File: config.mk
export PLATFORM = sky130hd
export DESIGN_NAME = pcf_fetch_pipeline
export DESIGN_NICKNAME = d
export VERILOG_FILES = /design/src/pcf_pkg.sv /design/src/pcf_fetch_pipeline.sv /design/src/pcf_phase_gen.sv
export SDC_FILE = /design/constraint.sdc
export NUM_CORES = 1
export LEC_CHECK = 0
export ABC_CLOCK_PERIOD_IN_PS = 3900
export BUFFER_PORTS_ARGS = -buffer_cell sky130_fd_sc_hd__buf_2
export CAP_MARGIN = 5
export CELL_PAD_IN_SITES_DETAIL_PLACEMENT = 1
export CELL_PAD_IN_SITES_GLOBAL_PLACEMENT = 2
export CORE_ASPECT_RATIO = 0.5
export CORE_MARGIN = 4
export CORE_UTILIZATION = 31
export DETAILED_ROUTE_END_ITERATION = 7
export MAX_ROUTING_LAYER = met4
export PLACE_DENSITY = 0.74
export SYNTH_ARGS = -nofsm -noshare
export SYNTH_HDL_FRONTEND = slang
export SYNTH_SLANG_ARGS = --single-unit
export TNS_END_PERCENT = 20
File: constraint.sdc
create_clock -name CLOCK_IN -period 3.9 [get_ports CLOCK_IN]
set_input_delay 0.39 -clock CLOCK_IN [delete_from_list [all_inputs] [get_ports CLOCK_IN]]
set_output_delay 0.39 -clock CLOCK_IN [all_outputs]
set_load 0.05 [all_outputs]
File: src/pcf_pkg.sv
// Functional notes
// RQ1: interrupt entry saves status, working, bank
// RQ2: fast interrupt return reloads shadow copy
// RQ3: either priority entry overwrites the shadow
// RQ4: fast call saves, fast return restores
// RQ5: shadow copy has no software access path
// RQ6: 21-bit counter, upper bits via latches
// RQ7: counter bit zero stays zero, steps two
// RQ8: call, goto, branch bypass the latches
// RQ9: low byte write loads upper bits
// RQ10: low byte read copies upper bits out
// RQ11: clock divided into four phases
// RQ12: increment phase one, capture phase four
// RQ13: operand read phase two, write four
// RQ14: flow change flushes prefetched word
// RQ15: low byte at even address
// RQ16: absolute target fills counter bits 20:1
// RQ17: branch offsets count words, doubled
// RQ18: two-word second word carries 12 bits
// RQ19: lone second word executes as no-op
// RQ20: working add to low byte, even only
// RQ21: table access moves one byte
// RQ22: calls and interrupts push, returns pop
// RQ23: reset clears counter, latches, pipeline
package pcf_pkg;
    // counter geometry and reset values
    localparam int PC_W = 21;
    localparam logic [20:0] PC_RESET = 21'h000000;
    localparam logic [20:0] PC_STEP = 21'h000002;
    localparam logic [7:0] BYTE_RESET = 8'h00;
    localparam logic [4:0] UPPER_RESET = 5'h00;
    // phase sequence, one-hot, four per instruction cycle
    localparam int PHASES = 4;
    localparam logic [3:0] PH_ONE = 4'h1;
    localparam logic [3:0] PH_TWO = 4'h2;
    localparam logic [3:0] PH_THREE = 4'h4;
    localparam logic [3:0] PH_FOUR = 4'h8;
    // instruction words
    localparam logic [15:0] NOP_WORD = 16'hF000;
    localparam logic [3:0] SECOND_TOP = 4'hF;
    localparam logic [7:0] OP_GOTO = 8'hEF;
    localparam logic [6:0] OP_CALL = 7'h76;
    localparam logic [7:0] OP_LOAD_FSEL = 8'hEE;
    localparam logic [3:0] OP_FILE_MOVE = 4'hC;
    localparam logic [4:0] OP_BRA = 5'h1A;
    localparam logic [4:0] OP_RELATIVE_CALL = 5'h1B;
    localparam logic [4:0] OP_BCOND = 5'h1C;
    localparam logic [14:0] OP_RETINT = 15'h0008;
    localparam logic [14:0] OP_RETURN = 15'h0009;
    localparam logic [15:0] OP_PUSH = 16'h0005;
endpackage

File: src/pcf_fetch_pipeline.sv
`timescale 1ns/1ps
module pcf_fetch_pipeline #(
    parameter logic [20:0] VEC_HIGH = 21'h000008,
    parameter logic [20:0] VEC_LOW = 21'h000018
)
(
    // clock and reset
    input wire logic CLOCK_IN,
    input wire logic RSTN_IN,
    // program memory
    output logic [20:0] PM_ADDR_OUT,
    output logic PM_RD_OUT,
    output logic PM_WR_OUT,
    output logic [7:0] PM_WDATA_OUT,
    input wire logic [15:0] PM_DATA_IN,
    // phase and execute view
    output logic [3:0] PHASE_OUT,
    output logic [15:0] EXEC_WORD_OUT,
    output logic EXEC_LIVE_OUT,
    output logic [11:0] OPERAND2_OUT,
    output logic OPND_RD_OUT,
    output logic DEST_WR_OUT,
    // datapath requests, sampled in phase four
    input wire logic SKIP_IN,
    input wire logic BRANCH_TAKEN_IN,
    input wire logic PCL_WR_IN,
    input wire logic [7:0] PCL_WDATA_IN,
    input wire logic PCL_RD_IN,
    input wire logic HLATCH_WR_IN,
    input wire logic ULATCH_WR_IN,
    input wire logic [7:0] LATCH_WDATA_IN,
    input wire logic TBL_RD_IN,
    input wire logic TBL_WR_IN,
    input wire logic [20:0] TBL_PTR_IN,
    input wire logic [7:0] TBL_WDATA_IN,
    // counter and latch view
    output logic [7:0] PC_LOW_OUT,
    output logic [7:0] PC_HIGH_LATCH_OUT,
    output logic [4:0] PC_UPPER_LATCH_OUT,
    output logic [7:0] TABLE_LATCH_OUT,
    // return address stack
    output logic STACK_PUSH_OUT,
    output logic STACK_POP_OUT,
    output logic [20:0] STACK_DATA_OUT,
    input wire logic [20:0] STACK_TOP_IN,
    // interrupt entry
    input wire logic INT_REQ_IN,
    input wire logic INT_HIGH_IN,
    output logic INT_ACK_OUT,
    // shadow save and restore
    input wire logic [7:0] STATUS_IN,
    input wire logic [7:0] WORK_IN,
    input wire logic [7:0] BANK_IN,
    output logic RESTORE_OUT,
    output logic [7:0] RESTORE_STATUS_OUT,
    output logic [7:0] RESTORE_WORK_OUT,
    output logic [7:0] RESTORE_BANK_OUT
);

////////////////////////////////////////////////////////////////////////////////
// helpers

    // absolute word address into byte address
    function automatic logic [20:0] word_target(input logic [19:0] w);
        word_target = {w, 1'b0};
    endfunction

    // relative word offset added to a byte base
    function automatic logic [20:0] rel_target(input logic [20:0] base,
                                               input logic [20:0] off);
        rel_target = base + {off[19:0], 1'b0};
    endfunction

////////////////////////////////////////////////////////////////////////////////
// phase generator

    logic [3:0] phase_w; // one-hot phase from the ring
    logic ph1;
    logic ph4;

    pcf_phase_gen #(.PHASE_N(pcf_pkg::PHASES)) u_phase (
        .clk_in(CLOCK_IN),
        .rstn_in(RSTN_IN),
        .phase_out(phase_w)
    );

    assign ph1 = |(phase_w & pcf_pkg::PH_ONE);
    assign ph4 = |(phase_w & pcf_pkg::PH_FOUR);

////////////////////////////////////////////////////////////////////////////////
// state

    logic [20:0] pc_reg; // byte address of next fetch
    logic [20:0] pc_next;
    logic [20:0] fetch_addr_reg; // address on the memory bus
    logic [15:0] ir_reg; // word executing this cycle
    logic ir_valid_reg; // cleared when the word was flushed
    logic live_reg; // valid and not a lone second word
    logic [7:0] hlatch_reg;
    logic [4:0] ulatch_reg;
    logic [7:0] tlatch_reg;
    logic tbl_pend_reg; // memory cycle belongs to the table
    logic tbl_wr_reg;
    logic [20:0] tbl_addr_reg;
    logic [7:0] tbl_wdata_reg;
    logic pm_rd_reg;
    logic pm_wr_reg;
    logic [11:0] opnd2_reg;
    logic opnd_rd_reg;
    logic dest_wr_reg;
    logic push_reg;
    logic pop_reg;
    logic [20:0] push_data_reg;
    logic ack_reg;
    // shadow copy, no port exposes it directly
    logic [7:0] sh_status_reg;
    logic [7:0] sh_work_reg;
    logic [7:0] sh_bank_reg;
    logic restore_reg;
    logic [7:0] rs_status_reg;
    logic [7:0] rs_work_reg;
    logic [7:0] rs_bank_reg;

////////////////////////////////////////////////////////////////////////////////
// decode of the executing word

    logic is_second; // top nibble all ones
    logic ex_live; // word really executes
    logic dp; // end of a live execute cycle
    logic dec_goto;
    logic dec_call;
    logic dec_bra;
    logic dec_relative_call;
    logic dec_bcond;
    logic dec_ret;
    logic dec_retint;
    logic dec_push;
    logic dec_twoword;
    logic fast_bit;
    logic abs_flow;
    logic rel_flow;
    logic pop_flow;
    logic flow_any;
    logic pcl_wr_ok;
    logic pcl_rd_ok;
    logic tbl_req;
    logic int_take;
    logic flush;
    logic shadow_save;
    logic shadow_load;
    logic [20:0] off_long;
    logic [20:0] off_short;
    logic [20:0] abs_addr;
    logic [20:0] rel_addr;
    logic [20:0] vec_addr;
    logic [7:0] tbl_byte;

    assign is_second = (ir_reg[15:12] == pcf_pkg::SECOND_TOP); // RQ19
    assign ex_live = ir_valid_reg && !is_second; // RQ19
    assign dp = ph4 && ex_live;
    assign dec_goto = dp && (ir_reg[15:8] == pcf_pkg::OP_GOTO);
    assign dec_call = dp && (ir_reg[15:9] == pcf_pkg::OP_CALL);
    assign dec_bra = dp && (ir_reg[15:11] == pcf_pkg::OP_BRA);
    assign dec_relative_call = dp && (ir_reg[15:11] == pcf_pkg::OP_RELATIVE_CALL);
    assign dec_bcond = dp && (ir_reg[15:11] == pcf_pkg::OP_BCOND) && BRANCH_TAKEN_IN;
    assign dec_ret = dp && (ir_reg[15:1] == pcf_pkg::OP_RETURN);
    assign dec_retint = dp && (ir_reg[15:1] == pcf_pkg::OP_RETINT);
    assign dec_push = dp && (ir_reg == pcf_pkg::OP_PUSH);
    // words whose partner carries 12 operand bits
    assign dec_twoword = dec_goto || dec_call || (dp && // RQ18
        ((ir_reg[15:12] == pcf_pkg::OP_FILE_MOVE) ||
         (ir_reg[15:8] == pcf_pkg::OP_LOAD_FSEL)));
    assign fast_bit = dec_call ? ir_reg[8] : ir_reg[0];
    assign abs_flow = dec_goto || dec_call;
    assign rel_flow = dec_bra || dec_relative_call || dec_bcond;
    assign pop_flow = dec_ret || dec_retint;
    assign flow_any = abs_flow || rel_flow || pop_flow;
    assign pcl_wr_ok = dp && PCL_WR_IN && !flow_any;
    assign pcl_rd_ok = dp && PCL_RD_IN;
    assign tbl_req = dp && (TBL_RD_IN || TBL_WR_IN) && !flow_any;
    // interrupts wait out flow changes, low byte writes and table cycles, but not a skip
    assign int_take = ph4 && INT_REQ_IN && !flow_any && !pcl_wr_ok && !tbl_req
        && !tbl_pend_reg;
    // prefetched word is discarded on any change of flow
    assign flush = flow_any || pcl_wr_ok || tbl_req || int_take || tbl_pend_reg // RQ14
        || (dp && SKIP_IN);
    assign shadow_save = int_take || (dec_call && fast_bit); // RQ1 RQ3 RQ4
    assign shadow_load = pop_flow && fast_bit; // RQ2 RQ4

////////////////////////////////////////////////////////////////////////////////
// targets

    // second word arrives on the bus in this same phase four
    assign abs_addr = word_target({PM_DATA_IN[11:0], ir_reg[7:0]}); // RQ16
    assign off_long = {{10{ir_reg[10]}}, ir_reg[10:0]};
    assign off_short = {{13{ir_reg[7]}}, ir_reg[7:0]};
    // base is the word after the branch
    assign rel_addr = dec_bcond ? rel_target(fetch_addr_reg, off_short) // RQ17
                                : rel_target(fetch_addr_reg, off_long); // RQ17
    assign vec_addr = INT_HIGH_IN ? VEC_HIGH : VEC_LOW;
    // even address holds the low byte
    assign tbl_byte = tbl_addr_reg[0] ? PM_DATA_IN[15:8] : PM_DATA_IN[7:0]; // RQ15 RQ21

    // priority: flow, low byte write, table, interrupt, then sequential
    assign pc_next =
        !ph4 ? ((ph1 && !tbl_pend_reg) ? pc_reg + pcf_pkg::PC_STEP : pc_reg) : // RQ7 RQ12
        abs_flow ? abs_addr : // RQ8
        rel_flow ? rel_addr : // RQ8
        pop_flow ? {STACK_TOP_IN[20:1], 1'b0} :
        pcl_wr_ok ? {ulatch_reg, hlatch_reg, PCL_WDATA_IN[7:1], 1'b0} : // RQ9 RQ20
        tbl_req ? fetch_addr_reg :
        int_take ? vec_addr : pc_reg;

////////////////////////////////////////////////////////////////////////////////
// counter, fetch address and instruction register

    // whole pipeline restarts at address zero
    always_ff @(posedge CLOCK_IN or negedge RSTN_IN)
    begin
        if (!RSTN_IN)
        begin
            pc_reg <= pcf_pkg::PC_RESET; // RQ23
            fetch_addr_reg <= pcf_pkg::PC_RESET;
            ir_reg <= pcf_pkg::NOP_WORD; // RQ23
            ir_valid_reg <= 1'b0;
            live_reg <= 1'b0;
        end
        else
        begin
            pc_reg <= pc_next; // RQ6
            // phase one puts the fetch or table address on the bus
            if (ph1)
                fetch_addr_reg <= tbl_pend_reg ? tbl_addr_reg : pc_reg;
            // capture at phase four, executed in the next cycle
            if (ph4)
            begin
                ir_reg <= tbl_pend_reg ? pcf_pkg::NOP_WORD : PM_DATA_IN; // RQ12
                ir_valid_reg <= !flush; // RQ14
                live_reg <= !flush && (PM_DATA_IN[15:12] != pcf_pkg::SECOND_TOP);
            end
        end
    end

////////////////////////////////////////////////////////////////////////////////
// latches and table access

    // an explicit latch write beats a copy from a low byte read
    always_ff @(posedge CLOCK_IN or negedge RSTN_IN)
    begin
        if (!RSTN_IN)
        begin
            hlatch_reg <= pcf_pkg::BYTE_RESET; // RQ23
            ulatch_reg <= pcf_pkg::UPPER_RESET; // RQ23
            tlatch_reg <= pcf_pkg::BYTE_RESET;
        end
        else
        begin
            if (dp && HLATCH_WR_IN)
                hlatch_reg <= LATCH_WDATA_IN; // RQ6
            else if (pcl_rd_ok)
                hlatch_reg <= pc_reg[15:8]; // RQ10
            if (dp && ULATCH_WR_IN)
                ulatch_reg <= LATCH_WDATA_IN[4:0]; // RQ6
            else if (pcl_rd_ok)
                ulatch_reg <= pc_reg[20:16]; // RQ10
            if (ph4 && tbl_pend_reg && !tbl_wr_reg)
                tlatch_reg <= tbl_byte; // RQ21
        end
    end

    // table request borrows the next memory cycle
    always_ff @(posedge CLOCK_IN or negedge RSTN_IN)
    begin
        if (!RSTN_IN)
        begin
            tbl_pend_reg <= 1'b0;
            tbl_wr_reg <= 1'b0;
            tbl_addr_reg <= pcf_pkg::PC_RESET;
            tbl_wdata_reg <= pcf_pkg::BYTE_RESET;
            pm_rd_reg <= 1'b0;
            pm_wr_reg <= 1'b0;
        end
        else
        begin
            if (ph4)
                tbl_pend_reg <= tbl_req;
            if (tbl_req)
            begin
                tbl_wr_reg <= TBL_WR_IN;
                tbl_addr_reg <= TBL_PTR_IN;
                tbl_wdata_reg <= TBL_WDATA_IN;
            end
            // read strobe spans phases two to four
            if (ph1)
                pm_rd_reg <= !(tbl_pend_reg && tbl_wr_reg);
            else if (ph4)
                pm_rd_reg <= 1'b0;
            // write strobe is phase two only, one byte
            pm_wr_reg <= ph1 && tbl_pend_reg && tbl_wr_reg; // RQ21
        end
    end

////////////////////////////////////////////////////////////////////////////////
// execute strobes, stack and shadow

    // data strobes only for words that really execute
    always_ff @(posedge CLOCK_IN or negedge RSTN_IN)
    begin
        if (!RSTN_IN)
        begin
            opnd2_reg <= 12'h000;
            opnd_rd_reg <= 1'b0;
            dest_wr_reg <= 1'b0;
            push_reg <= 1'b0;
            pop_reg <= 1'b0;
            push_data_reg <= pcf_pkg::PC_RESET;
            ack_reg <= 1'b0;
        end
        else
        begin
            if (dec_twoword)
                opnd2_reg <= PM_DATA_IN[11:0]; // RQ18
            opnd_rd_reg <= |(phase_w & pcf_pkg::PH_ONE) && ex_live; // RQ13
            dest_wr_reg <= |(phase_w & pcf_pkg::PH_THREE) && ex_live; // RQ13
            push_reg <= dec_call || dec_relative_call || dec_push || int_take; // RQ22
            pop_reg <= pop_flow; // RQ22
            // call returns past its second word, others to the next word
            if (dec_call)
                push_data_reg <= pc_reg; // RQ22
            else if (dec_relative_call || dec_push || int_take)
                push_data_reg <= fetch_addr_reg; // RQ22
            ack_reg <= int_take;
        end
    end

    // single layer, both interrupt levels overwrite it
    always_ff @(posedge CLOCK_IN or negedge RSTN_IN)
    begin
        if (!RSTN_IN)
        begin
            sh_status_reg <= pcf_pkg::BYTE_RESET;
            sh_work_reg <= pcf_pkg::BYTE_RESET;
            sh_bank_reg <= pcf_pkg::BYTE_RESET;
            restore_reg <= 1'b0;
            rs_status_reg <= pcf_pkg::BYTE_RESET;
            rs_work_reg <= pcf_pkg::BYTE_RESET;
            rs_bank_reg <= pcf_pkg::BYTE_RESET;
        end
        else
        begin
            if (shadow_save)
            begin
                sh_status_reg <= STATUS_IN; // RQ1 RQ3 RQ4
                sh_work_reg <= WORK_IN;
                sh_bank_reg <= BANK_IN;
            end
            restore_reg <= shadow_load; // RQ2
            // restore bus only changes on a fast return
            if (shadow_load)
            begin
                rs_status_reg <= sh_status_reg; // RQ2 RQ5
                rs_work_reg <= sh_work_reg;
                rs_bank_reg <= sh_bank_reg;
            end
        end
    end

////////////////////////////////////////////////////////////////////////////////
// outputs

    assign PM_ADDR_OUT = fetch_addr_reg;
    assign PM_RD_OUT = pm_rd_reg;
    assign PM_WR_OUT = pm_wr_reg;
    assign PM_WDATA_OUT = tbl_wdata_reg;
    assign PHASE_OUT = phase_w;
    assign EXEC_WORD_OUT = ir_reg;
    assign EXEC_LIVE_OUT = live_reg;
    assign OPERAND2_OUT = opnd2_reg;
    assign OPND_RD_OUT = opnd_rd_reg;
    assign DEST_WR_OUT = dest_wr_reg;
    assign PC_LOW_OUT = pc_reg[7:0]; // RQ6
    assign PC_HIGH_LATCH_OUT = hlatch_reg;
    assign PC_UPPER_LATCH_OUT = ulatch_reg;
    assign TABLE_LATCH_OUT = tlatch_reg;
    assign STACK_PUSH_OUT = push_reg;
    assign STACK_POP_OUT = pop_reg;
    assign STACK_DATA_OUT = push_data_reg;
    assign INT_ACK_OUT = ack_reg;
    assign RESTORE_OUT = restore_reg;
    assign RESTORE_STATUS_OUT = rs_status_reg;
    assign RESTORE_WORK_OUT = rs_work_reg;
    assign RESTORE_BANK_OUT = rs_bank_reg;
endmodule // pcf_fetch_pipeline

File: src/pcf_phase_gen.sv
`timescale 1ns/1ps
module pcf_phase_gen #(
    parameter int PHASE_N = pcf_pkg::PHASES
)
(
    // clock and reset
    input wire logic clk_in,
    input wire logic rstn_in,
    // one-hot phase, bit 0 is phase one
    output logic [PHASE_N-1:0] phase_out
);

////////////////////////////////////////////////////////////////////////////////

    // ring of flops, non-overlap is by construction
    logic [PHASE_N-1:0] phase_reg;
    logic [PHASE_N-1:0] phase_next;

    // rotate one place per input clock
    assign phase_next = {phase_reg[PHASE_N-2:0], phase_reg[PHASE_N-1]}; // RQ11

    // ring starts in phase one after reset
    always_ff @(posedge clk_in or negedge rstn_in)
    begin
        if (!rstn_in)
            phase_reg <= {{(PHASE_N-1){1'b0}}, 1'b1};
        else
            phase_reg <= phase_next;
    end

    assign phase_out = phase_reg;
endmodule // pcf_phase_gen

==> metrics.md <==
| Metric | Value |
|---|---|
| Status | `finished, final reports clean` |
| Share of layout cells above drive strength 1 | `0.276` |
| Buffers on Ports | `approximately 260` |
| CP cell instances | `nand4bb_1 -> nor2_1 -> mux2i_1 -> buf_4 -> ha_1 -> a21oi_1 -> o21ai_0 -> o41ai_2 -> o221ai_1 -> a2111oi_1 -> a211oi_1 -> o21ai_1` |
| Worst rel slew slack | `0.263` |
| Final Non-Filler Cells | `1762` |
| TritonRoute pass-1 iters | `5` |
| Final setup violation count | `0` |
| Post-route ant nets | `0` |
| Flops & latches, synth | `205` |
| Core area | `around 33000 um^2` |
| Cell Pwr Density | `345 nW/um^2` |
| Global Route met1 Usage | `0.309` |
| Worst min path class | `input pin to register` |
| Clk root buf | `clkbuf_16` |
| Maximum vdd drop | `about 0.21 mV` |
| Post-CTS setup buffers | `0` |
| Synth warnings | `0` |
| RSZ-0062 raised after global routing | `no` |
| Commonest non-fill, non-tap cell in the layout | `buf_2` |
| Post-Place Cells | `1717` |
| Die Width | `between 200 and 300 um` |
| Top Family by Delay on Critical Path | `compound AO/OA/AOI/OAI gates` |
| Crit path largest cell delay | `0.62 ns` |
| Seq/Total Area, Yosys | `0.487` |
| Initial Util | `0.317` |
| Worst-path maximum fanout | `12` |
| Crit end category | `register` |
| Gr usage total | `0.230` |
| Vias/cell | `5.36` |
| Die height | `138 um` |
| Synthesis-to-layout area growth | `24.0%` |
| Wire per inst | `24.1 um` |
| Die ar. | `37200 um^2` |
| Yosys top cell by area | `dfrtp_1` |
| Max_cap viols | `0` |
| Cell Area, Synth | `10500 um^2` |
| Design Area, Final | `13100 um^2` |
| GRT overflow | `0` |
| Syn Nets | `1201` |
| Slowest-stage cell, CP | `dfstp_2` |
| Synth area leaders | `dfrtp_1 47%, nand2_1 5.8%, mux2i_1 5.0%, mux2_1 4.1%, a21oi_1 3.5%` |
| Crit path DAT | `4.00 ns` |
| Placed Area | `12300 um^2` |
| WL final | `42500 um` |
| Clk sinks | `205` |
| FFs w/ async S/R, synth | `1.00` |
| Post-synth EDFFs | `0` |
| CP required | `approximately 4.4 ns` |
| Leakage | `6.38 nW` |
| First-pass GRT wire length | `~63000 um` |
| Hpwl dp | `31500 um` |
| Setup TNS | `0 ns` |
| Syn Inst Count | `1059` |
| Std cell rows | `47` |
| Fmax | `282 MHz` |
| CP Buf/Inv Count | `1` |
| First-iteration detailed-routing DRC count | `821` |
| Vias | `approximately 9.4k` |
| Vias in the first global route | `9885` |
| Startpoint Class | `register` |
| GRT met2 Usage | `0.355` |
| Measured slew at the worst slew-check pin | `1.10 ns` |
| Residual DRC count | `0` |
| GP Congestion | `0.916` |
| Clk_skew | `0.0240 ns` |
| Initial antenna violation count | `4` |
| Reg clk slew, reported paths | `0.07 ns` |
| Fill cell count | `3840` |
| Busiest grt layer | `met2` |
| Hold Fails Final Rpt | `0` |
| CTS tree | `built` |
| Crit path kind | `register to register` |
| Clock Latency Late Sink | `0.53 ns` |
| Synth top area share | `0.475` |
| Final core utilization | `0.393` |
| Num CTS Buffers | `22` |
| Worst Hold Slack | `about 0.061 ns` |
| Avg Cell Area, Syn | `between 9 and 10 um^2` |
| Largest net degree at the start of global routing | `between 90 and 100` |
| Commonest non-fill, non-tap cells in the layout | `258 x buf_2, 199 x dfrtp_1, 162 x nand2_1` |
| I/O pins | `262` |
| H-tree levels | `1` |
| Final Max Tran Viols | `0` |
| Met3 Use GR | `0.0444` |
| Unique cell type count in the Yosys netlist | `75` |
| Main synth FF type | `dfrtp_1` |
| Fin crit period | `3.55 ns` |
| Period Utilization, post-route | `0.909` |
| Final nets | `1443` |
| CTS Buffer Depth | `3` |
## tightest hold or removal path, stage by stage
cell and delay, ns:
buf_2 0.08, nand2_1 0.04, nand2_1 0.05
## path summary, 6_finish.rpt
path / from / end / slack, ns / cells past startpoint
worst max-delay path: EXEC_WORD_OUT[13] / pc_reg[20] / 0.35 / 12
worst min-delay path: TBL_WDATA_IN[7] / PM_WDATA_OUT[7] / 0.06 / 3
worst max register to register: EXEC_WORD_OUT[13] / pc_reg[20] / 0.35 / 12
worst min register to register: u_phase.phase_out[1] / u_phase.phase_out[2] / 0.37 / 0
max in group asynchronous: RSTN_IN / RESTORE_WORK_OUT[4] / 2.53 / 3
min in group asynchronous: RSTN_IN / EXEC_WORD_OUT[9] / 0.53 / 2
## cells by family after synthesis
family | share of synthesized area
buffers and inverters | 0.0401
muxes | 0.125
xor gates and xnor gates | 0.00997
DFF | 0.487
and+or+nand+nor | 0.150
adders and majority gates | 0.0292
AOI/OAI and AO/OA | 0.159
## synth_stat cells, types with 3 or more instances
cell	n
buf_4	11
o211ai_1	4
a22oi_1	4
a211oi_1	8
dfrtp_1	200
mux2_2	3
a221oi_1	12
a21o_1	4
mux2i_1	53
a21oi_1	73
o21a_1	5
xor2_1	5
nor4_1	4
ha_1	23
and3_1	14
buf_1	9
clkbuf_1	33
dfstp_2	5
a31oi_1	6
mux2_4	20
nor2_1	68
o22ai_1	28
o21ai_0	49
a222oi_1	4
a221o_1	7
buf_2	14
a211o_1	4
and2_1	5
nand2b_1	10
nor3_1	11
o21ai_1	35
nand2_1	162
nand4_1	9
inv_1	23
nand3b_1	15
nand3_1	22
xnor2_1	7
o221ai_1	5
or3_1	4
mux2_1	38
nor2b_1	3
## per-layer routing
metal / up-vias / wire [um]
met5: - / 0
li1: 4304 / -
met2: 275 / 19500
met4: 0 / 1210
met3: 68 / 2560
met1: 4797 / 19200
## layout make-up
cell class / instances / area [um^2] / share of cell area
diodes: 4 / 10.0 / 0.000765
inverters: 24 / 90.1 / 0.00689
repair buffers: 287 / 1560 / 0.119
well taps: 441 / 552 / 0.0422
clock inverters: 10 / 100 / 0.00765
flip-flops and latches: 205 / 5140 / 0.393
multi-input cells: 761 / 5000 / 0.383
clock buffers: 30 / 632 / 0.0483
## power breakdown
group          internal [W]  total, W  switching [W]
registers           0.00213   0.00214     0.00000301
logic             0.0000615  0.000191       0.000129
clock network       0.00127   0.00219       0.000923
total               0.00346   0.00452        0.00106
## stage by stage
| step | power, W | setup WS, ns |
|---|---|---|
| 2_1_floorplan | 0.00222 | 0.108 |
| 3_3_place_gp | 0.00236 | 0.458 |
| 3_5_place_dp | 0.00237 | 0.306 |
| 4_1_cts | 0.00459 | 0.291 |
| 5_1_grt | 0.00469 | 0.00433 |
| 6_report | 0.00452 | 0.353 |
## what timing repair did
| item | CTS | global route |
|---|---|---|
| setup endpoints to repair | 0 | 2 |
| gates resized for setup | 0 | 2 |
| endpoints found under the hold margin | 49 | 0 |
| hold buffers | 1 | 0 |
No activity file was read; power rests on OpenSTA's default activity.
